### src/rtl/scmc_pkg.sv
// constants, types and field layout of the system clock and mode controller
package scmc_pkg;
	// register byte addresses
	localparam logic [7:0] ADDR_CLK_MODE = 8'h00;
	localparam logic [7:0] ADDR_FAST_RC = 8'h04;
	localparam logic [7:0] ADDR_XTAL = 8'h08;
	localparam logic [7:0] ADDR_INT_STAT = 8'h0c;
	localparam logic [7:0] ADDR_INT_MASK = 8'h10;
	// clock mode register fields
	localparam int SEL_MSB = 7;
	localparam int SEL_LSB = 5;
	localparam int KEEP_FAST_BIT = 1;
	localparam int KEEP_SLOW_BIT = 0;
	// fast rc and crystal register fields
	localparam int FREQ_MSB = 3;
	localparam int FREQ_LSB = 2;
	localparam int STABLE_BIT = 1;
	localparam int ON_BIT = 0;
	// reset values and the slow select code
	localparam logic [2:0] SEL_RST = 3'h1;
	localparam logic KEEP_RST = 1'b0;
	localparam logic [1:0] FREQ_RST = 2'h0;
	localparam logic FAST_ON_RST = 1'b1;
	localparam logic [2:0] SEL_SLOW = 3'h7;
	// interrupt status bits
	localparam int INT_W = 4;
	localparam int INT_FAST_STABLE = 0;
	localparam int INT_XTAL_STABLE = 1;
	localparam int INT_SWITCH_DONE = 2;
	localparam int INT_HALT = 3;
	// settle times and derived cycle counts at the system clock rate
	localparam int SYS_CLK_NS = 10;
	localparam int FAST_SETTLE_NS = 20000;
	localparam int FAST_SETTLE_CYC = (FAST_SETTLE_NS + SYS_CLK_NS - 1) / SYS_CLK_NS;
	localparam int XTAL_SETTLE_NS = 2000000;
	localparam int XTAL_SETTLE_CYC = (XTAL_SETTLE_NS + SYS_CLK_NS - 1) / SYS_CLK_NS;
	// operating modes
	typedef enum logic [5:0] {
		MODE_FAST = 6'h01,
		MODE_SLOW = 6'h02,
		MODE_SLEEP = 6'h04,
		MODE_STANDBY_SLOW_ONLY = 6'h08,
		MODE_STANDBY_BOTH_CLOCKS = 6'h10,
		MODE_STANDBY_FAST_ONLY = 6'h20
	} scmc_mode_type;
	// clock and power controls driven to the chip
	typedef struct packed {
		logic cpu_run;
		logic fast_osc_en;
		logic fast_periph_en;
		logic slow_periph_en;
		logic sysclk_run;
	} scmc_clk_ctl_type;
endpackage

### src/rtl/scmc_top.sv
// system clock selection, operating mode control and oscillator status
//
// Register access over APB and the register addresses were chosen for this implementation.
`timescale 1ns/10ps
module scmc_top import scmc_pkg::*; #(
	parameter int XTAL_SETTLE = XTAL_SETTLE_CYC
) (
	input wire logic sys_clk,
	input wire logic arst_n,
	input wire logic psel,
	input wire logic penable,
	input wire logic pwrite,
	input wire logic [7:0] paddr,
	input wire logic [31:0] pwdata,
	output logic [31:0] prdata,
	output logic pready,
	output logic pslverr,
	input wire logic fast_osc_clk,
	input wire logic slow_osc_clk,
	input wire logic halt_req,
	input wire logic wake_req,
	output logic sysclk_out,
	output scmc_clk_ctl_type clk_ctl,
	output logic [1:0] fast_rc_freq,
	output scmc_mode_type op_mode,
	output logic irq
);
	logic [2:0] sel, cur_sel;
	logic keep_fast, keep_slow;
	logic [1:0] freq_sel;
	logic fast_on, fast_stable, xtal_stable;
	logic [11:0] fast_cnt;
	logic [19:0] xtal_cnt;
	logic fast_q, slow_q;
	logic [5:0] div_cnt;
	logic sys_gate, rd_hit;
	logic [INT_W-1:0] int_stat, int_mask, int_ev;
	logic [31:0] rd_val;
	logic next_fast_en, next_sys_run, next_slow_periph;
	logic acc, wr, freq_chg, fast_restart, fast_done, xtal_done;
	logic sel_ok, sw_go, halt_ev, cur_slow;

	// clock level of a select code: direct, divided or slow
	function automatic logic src_level(input logic [2:0] code,
		input logic f, input logic [5:0] d, input logic s);
		case (code)
			3'h0: src_level = f;
			3'h1: src_level = d[0];
			3'h2: src_level = d[1];
			3'h3: src_level = d[2];
			3'h4: src_level = d[3];
			3'h5: src_level = d[4];
			3'h6: src_level = d[5];
			default: src_level = s;
		endcase
	endfunction

	function automatic logic is_run(input scmc_mode_type m);
		is_run = (m == MODE_FAST) || (m == MODE_SLOW);
	endfunction

	// bus access decode
	assign acc = psel & penable & ~pready;
	assign wr = acc & pwrite;
	assign freq_chg = wr & (paddr == ADDR_FAST_RC) &
		(pwdata[FREQ_MSB:FREQ_LSB] != freq_sel);
	assign cur_slow = (cur_sel == SEL_SLOW);
	assign halt_ev = halt_req & is_run(op_mode);

	// register read mux, unused bits read zero
	always_comb begin
		rd_val = 32'h0;
		rd_hit = 1'b1;
		case (paddr)
			ADDR_CLK_MODE: begin
				rd_val[SEL_MSB:SEL_LSB] = sel;
				rd_val[KEEP_FAST_BIT] = keep_fast;
				rd_val[KEEP_SLOW_BIT] = keep_slow;
			end
			ADDR_FAST_RC: begin
				rd_val[FREQ_MSB:FREQ_LSB] = freq_sel;
				rd_val[STABLE_BIT] = fast_stable;
				rd_val[ON_BIT] = fast_on;
			end
			ADDR_XTAL: begin
				rd_val[STABLE_BIT] = xtal_stable;
				rd_val[ON_BIT] = 1'b1;
			end
			ADDR_INT_STAT: rd_val[INT_W-1:0] = int_stat;
			ADDR_INT_MASK: rd_val[INT_W-1:0] = int_mask;
			default: rd_hit = 1'b0;
		endcase
	end

	// apb answer one cycle into the access phase
	always_ff @(posedge sys_clk or negedge arst_n) begin
		if (!arst_n) begin
			pready <= 1'b0;
			pslverr <= 1'b0;
			prdata <= 32'h0;
		end else begin
			pready <= acc;
			pslverr <= acc & ~rd_hit;
			prdata <= (acc & ~pwrite) ? rd_val : 32'h0;
		end
	end

	// software writable control bits; stable flags have no write path
	always_ff @(posedge sys_clk or negedge arst_n) begin
		if (!arst_n) begin
			sel <= SEL_RST;
			keep_fast <= KEEP_RST;
			keep_slow <= KEEP_RST;
			freq_sel <= FREQ_RST;
			fast_on <= FAST_ON_RST;
			int_mask <= '0;
		end else if (wr) begin
			case (paddr)
				ADDR_CLK_MODE: begin
					sel <= pwdata[SEL_MSB:SEL_LSB];
					keep_fast <= pwdata[KEEP_FAST_BIT];
					keep_slow <= pwdata[KEEP_SLOW_BIT];
				end
				ADDR_FAST_RC: begin
					freq_sel <= pwdata[FREQ_MSB:FREQ_LSB];
					fast_on <= pwdata[ON_BIT];
				end
				ADDR_INT_MASK: int_mask <= pwdata[INT_W-1:0];
				default: ;
			endcase
		end
	end

	// oscillator and clock requests per mode
	always_comb begin
		next_fast_en = 1'b0;
		next_sys_run = 1'b0;
		next_slow_periph = 1'b0;
		case (op_mode)
			MODE_FAST, MODE_SLOW: begin
				// fast osc may stop only while running slow
				next_fast_en = fast_on | ~cur_slow | (sel != SEL_SLOW);
				next_sys_run = 1'b1;
				next_slow_periph = 1'b1;
			end
			MODE_SLEEP: ;
			MODE_STANDBY_SLOW_ONLY: begin
				next_sys_run = cur_slow;
				next_slow_periph = 1'b1;
			end
			MODE_STANDBY_BOTH_CLOCKS: begin
				next_fast_en = 1'b1;
				next_sys_run = 1'b1;
				next_slow_periph = 1'b1;
			end
			MODE_STANDBY_FAST_ONLY: begin
				next_fast_en = 1'b1;
				next_sys_run = ~cur_slow;
			end
			default: ;
		endcase
	end

	// registered clock controls
	always_ff @(posedge sys_clk or negedge arst_n) begin
		if (!arst_n) begin
			clk_ctl <= '0;
		end else begin
			clk_ctl.cpu_run <= is_run(op_mode);
			clk_ctl.fast_osc_en <= next_fast_en;
			clk_ctl.fast_periph_en <= next_fast_en & fast_stable;
			clk_ctl.slow_periph_en <= next_slow_periph;
			clk_ctl.sysclk_run <= sys_gate;
		end
	end

	// fast oscillator settle counter and stable flag
	assign fast_restart = (next_fast_en & ~clk_ctl.fast_osc_en) | freq_chg;
	assign fast_done = next_fast_en & ~fast_restart & ~fast_stable &
		(fast_cnt == 12'(FAST_SETTLE_CYC - 1));
	always_ff @(posedge sys_clk or negedge arst_n) begin
		if (!arst_n) begin
			fast_cnt <= '0;
			fast_stable <= 1'b0;
		end else if (!next_fast_en || fast_restart) begin
			fast_cnt <= '0;
			fast_stable <= 1'b0;
		end else if (fast_done) begin
			fast_stable <= 1'b1;
		end else if (!fast_stable) begin
			fast_cnt <= fast_cnt + 12'h1;
		end
	end

	// new frequency code is applied once the oscillator settles
	always_ff @(posedge sys_clk or negedge arst_n) begin
		if (!arst_n) begin
			fast_rc_freq <= FREQ_RST;
		end else if (fast_done) begin
			fast_rc_freq <= freq_sel;
		end
	end

	// crystal is always on; flag rises once after settling
	assign xtal_done = ~xtal_stable & (xtal_cnt == 20'(XTAL_SETTLE - 1));
	always_ff @(posedge sys_clk or negedge arst_n) begin
		if (!arst_n) begin
			xtal_cnt <= '0;
			xtal_stable <= 1'b0;
		end else if (xtal_done) begin
			xtal_stable <= 1'b1;
		end else if (!xtal_stable) begin
			xtal_cnt <= xtal_cnt + 20'h1;
		end
	end

	// sampled oscillator levels and binary divider of the fast clock
	always_ff @(posedge sys_clk or negedge arst_n) begin
		if (!arst_n) begin
			fast_q <= 1'b0;
			slow_q <= 1'b0;
			div_cnt <= '0;
		end else begin
			fast_q <= fast_osc_clk & next_fast_en;
			slow_q <= slow_osc_clk;
			if (fast_osc_clk & ~fast_q & next_fast_en) begin
				div_cnt <= div_cnt + 6'h1;
			end
		end
	end

	// source change only with target stable and both clocks low
	assign sel_ok = (sel == SEL_SLOW) ? xtal_stable : fast_stable;
	assign sw_go = (sel != cur_sel) & sel_ok &
		~src_level(cur_sel, fast_q, div_cnt, slow_q) &
		~src_level(sel, fast_q, div_cnt, slow_q);
	always_ff @(posedge sys_clk or negedge arst_n) begin
		if (!arst_n) begin
			cur_sel <= SEL_RST;
		end else if (sw_go) begin
			cur_sel <= sel;
		end
	end

	// glitch-free gate and system clock output
	always_ff @(posedge sys_clk or negedge arst_n) begin
		if (!arst_n) begin
			sys_gate <= 1'b1;
			sysclk_out <= 1'b0;
		end else begin
			if (!src_level(cur_sel, fast_q, div_cnt, slow_q)) begin
				sys_gate <= next_sys_run;
			end
			sysclk_out <= sys_gate &
				src_level(cur_sel, fast_q, div_cnt, slow_q);
		end
	end

	// operating mode state machine
	always_ff @(posedge sys_clk or negedge arst_n) begin
		if (!arst_n) begin
			op_mode <= MODE_FAST;
		end else begin
			case (op_mode)
				MODE_FAST, MODE_SLOW: begin
					if (halt_req) begin
						case ({keep_fast, keep_slow})
							2'b00: op_mode <= MODE_SLEEP;
							2'b01: op_mode <= MODE_STANDBY_SLOW_ONLY;
							2'b11: op_mode <= MODE_STANDBY_BOTH_CLOCKS;
							default: op_mode <= MODE_STANDBY_FAST_ONLY;
						endcase
					end else begin
						op_mode <= cur_slow ? MODE_SLOW : MODE_FAST;
					end
				end
				MODE_SLEEP, MODE_STANDBY_SLOW_ONLY,
				MODE_STANDBY_BOTH_CLOCKS, MODE_STANDBY_FAST_ONLY: begin
					if (wake_req) begin
						op_mode <= cur_slow ? MODE_SLOW : MODE_FAST;
					end
				end
				default: op_mode <= MODE_FAST;
			endcase
		end
	end

	// sticky event flags, write one to clear, set wins
	always_comb begin
		int_ev = '0;
		int_ev[INT_FAST_STABLE] = fast_done;
		int_ev[INT_XTAL_STABLE] = xtal_done;
		int_ev[INT_SWITCH_DONE] = sw_go;
		int_ev[INT_HALT] = halt_ev;
	end
	always_ff @(posedge sys_clk or negedge arst_n) begin
		if (!arst_n) begin
			int_stat <= '0;
			irq <= 1'b0;
		end else begin
			if (wr && paddr == ADDR_INT_STAT) begin
				int_stat <= (int_stat & ~pwdata[INT_W-1:0]) | int_ev;
			end else begin
				int_stat <= int_stat | int_ev;
			end
			irq <= |(int_stat & int_mask);
		end
	end
endmodule

### config.mk
export PLATFORM = sky130hd
export DESIGN_NAME = scmc_top
export DESIGN_NICKNAME = d
export VERILOG_FILES = /design/src/rtl/scmc_pkg.sv /design/src/rtl/scmc_top.sv
export SDC_FILE = /design/constraint.sdc
export NUM_CORES = 1
export LEC_CHECK = 0
export ABC_AREA = 1
export BUFFER_PORTS_ARGS = -buffer_cell sky130_fd_sc_hd__buf_4
export CORE_AREA = 5 5 102 104
export CTS_BUF_LIST = sky130_fd_sc_hd__clkbuf_8
export CTS_CLUSTER_DIAMETER = 200
export CTS_CLUSTER_SIZE = 8
export DETAILED_ROUTE_END_ITERATION = 12
export DIE_AREA = 0 0 107 109
export GPL_ROUTABILITY_DRIVEN = 0
export PLACE_DENSITY = 0.83
export SYNTH_ARGS = -nofsm -noshare
export SYNTH_HDL_FRONTEND = slang
export SYNTH_SLANG_ARGS = --single-unit
export TNS_END_PERCENT = 1
### constraint.sdc
create_clock -name sys_clk -period 1.7 [get_ports sys_clk]
set_input_delay 0.255 -clock sys_clk [delete_from_list [all_inputs] [get_ports sys_clk]]
set_output_delay 0.255 -clock sys_clk [all_outputs]
set_load 0.02 [all_outputs]
==> results.ini <==
[sta]
hold_viol=0
setup_violations=0
fin_worst_skew_ns=0.0181
rsz0062_at_grt=yes
slew_viol_final=0
fin_crit_ns=1.61
final.setup.tns_ns=0
clock.fmax_mhz=622
post-route-period-util_pct=94.6
hold-worst-slack_ns=0.136

[setup_path]
endpoint_kind=register
reg2reg_slack_ns=0.09
r2r-end=fast_cnt[7]
ff2ff_path_depth=10
worst-path-max-fanout=15
slowest_stage=dfstp_2
cp.arrival_ns=1.90
cp.buffers_inverters=2
worstSetupStartpointType=register
crit_required_ns=1.99
r2r-start=op_mode[0]
cp_cell_sequence=inv_2 -> nand2_1 -> nand2_2 -> nor2_8 -> nand2_4 -> nand2_8 -> inv_4 -> nor2_8 -> nand3_1 -> nand2_1
critPathMaxStageDelay_ns=0.58
crit_family=simple AND/OR/NAND/NOR gates
setup.worst_path.class=reg2reg

[clock_network]
clk_latency_ns=0.37
cts_max_level=3
cts-root-buf=clkbuf_8
cts_sinks=86
clk_path_buf_depth=2
cts_made_buffers=9
clk_pin_slew_worst_paths_ns=0.11
cts_tree=done
cts_setup_buffers=0

[pwr]
power.density_nw_per_um2=880
total_power_mw=5.01
leakage_nw=2.85
ir_drop_uv=488

[yosys]
ys.flop_type=dfrtp_1
ys_seq_area_share_pct=43.1
synth_edf_count=0
synth_compound_area_share_pct=5.80
synth_top_family_by_area=simple AND/OR/NAND/NOR gates
synth_warnings=0
syn_inst=667
synth-simple-area-share_pct=34.6
avgSynthCellArea_um2=7.51
synth_fa_ha_area_share_pct=0.750
netlist_area_um2=5010
synthArstFlopShare_pct=100
synth-seq-cells=86
synth_cell_type_count=36
synth.area.mux_share_pct=0
yosys.area_share.xor_xnor_pct=4.37

[route]
drt-initial-drc-count=168
wire_per_inst_um=12.9
ant_nets=0
wirelength_um=10900
drc_errors=0
vias=4360
vias_per_cell=5.15
dr.pass1.iters=5

[finish]
n_antenna_cell=0
final_util_pct=60.2
multi_input_area_um2=2400
final_layout_size_suffix_gt1_share_pct=16.9
final-seq-area_um2=2160
fin_area_um2=5690
final_common_cell=nand2_1
area_growth_pct=13.7
layout_common_cells=nand2_1 (199), dfrtp_1 (81), inv_1 (72)
final_nets=779
n_fill_cell=852

[floorplanning]
fp.dieArea_um2=11700
num_rows=36
dieWidth_um=107
start_util_pct=52.9
die_h_um=109
io_pins=98
fp.coreArea_um2=9460

[placement]
port_buffers=47
place_hpwl_um=8470
placed_cell_area_um2=5440

[outcome]
outcome=finished clean

[grt]
grt-ovfl-total=0
antenna_found_initial=0
grt_max_degree=39
grt_pass1_vias=4299
grtUsageTotal_pct=19.5
grt_pass1_wl_um=18500

[worst_hold_path]
min-delay-start=pwdata[0]
min_path_cells=4
hold_path_end=int_stat[0]
holdCritPathClass=in2reg

[run]
drv_cap=0

## cell usage after synthesis (2+ instances only)
library cell    n  area share (%)
nand2_1       202              15
dfrtp_1        81              40
inv_1          73             5.5
nor2_1         67             5.0
nand3_1        65             6.5
buf_4          28             4.2
o21ai_0        26             2.6
xor2_1         13             2.3
nand4_1        12             1.5
nor3_1         12             1.2
xnor2_1        12             2.1
a21oi_1         9            0.90
o21ai_2         7             1.2
buf_2           6            0.60
inv_2           6            0.45
nor2_2          6            0.75
dfstp_2         5             2.6
nand2_2         4            0.50
nand3b_1        4            0.60
nor2_4          4            0.90
ha_1            3            0.75
nand3_2         3            0.60
o22ai_1         3            0.37
buf_6           2            0.45
nor2_8          2            0.80
o21ai_1         2            0.20
## routing by layer
layer / routed length (µm) / global-route usage [%] / vias up
li1: - / - / 2169
met1: 4580 / 23.7 / 2031
met2: 5480 / 34.8 / 136
met3: 590 / 3.37 / 24
met4: 229 / 7.21 / 0
met5: 0 / 0 / -
## worst max-delay path by stage
| stage | start | endpoint | slack (ns) | cells after the start |
|---|---|---|---|---|
| after detailed placement | sel[0] | cur_sel[1] | 0.07 | 9 |
| after CTS | xtal_cnt[1] | xtal_cnt[18] | 0.02 | 8 |
| final | op_mode[0] | fast_cnt[7] | 0.09 | 10 |
| after global routing | xtal_cnt[1] | xtal_cnt[0] | -0.06 | 7 |
| after floorplan | op_mode[0] | fast_cnt[10] | 0.14 | 11 |
| after global placement | op_mode[0] | fast_cnt[0] | 0.12 | 8 |
## registers in the layout, indices dropped and copies added (netlist names), 2 cells and up
name	flops
fast_rc_freq	2
sel	3
clk_ctl	5
prdata	7
op_mode	6
freq_sel	2
int_stat	4
int_mask	4
fast_cnt	12
cur_sel	3
div_cnt	6
xtal_cnt	20
## report_power, final
group	internal, mW	switching, mW	leakage (nW)
clock	0.587	0.850	0.103
sequential	2.23	0.187	1.12
combinational	0.404	0.745	1.63
## cells by family (layout without fill, tap and decap cells)
group / after synthesis / count (layout)
AOI/OAI and AO/OA: 50 / 50
and+or+nand+nor: 386 / 386
xor gates and xnor gates: 25 / 25
other: 1 / 25
buffers and inverters: 116 / 157
DFF: 86 / 86
adders and majority gates: 3 / 3
## cell type report
type	instances	area share [%]
multi-input combinational	489	42.1
sequential	86	37.9
timing repair buffer	61	8.57
inverter	80	5.36
tap	114	2.50
clock buffer	9	2.18
clock inverter	7	1.34
## per-stage QoR
| step | worst slack [ns] | std cells |
|---|---|---|
| floorplan | 0.144 | 691 |
| global placement | 0.117 | 828 |
| detailed placement | 0.0650 | 828 |
| CTS | 0.0207 | 846 |
| global route | -0.0597 | 846 |
| finish | 0.0925 | 846 |
## tightest hold or removal path, delay by kind of cell
family	cells	cell delay, ns
buf+inv	1	0.09
simple gates	3	0.14
## what timing repair did
action,4_1_cts,5_1_grt
hold buffers,2,0
endpoints found under the setup margin,0,36
endpoints found under the hold margin,31,0
gates resized for setup,0,12
(Power assumes the default switching activity.)
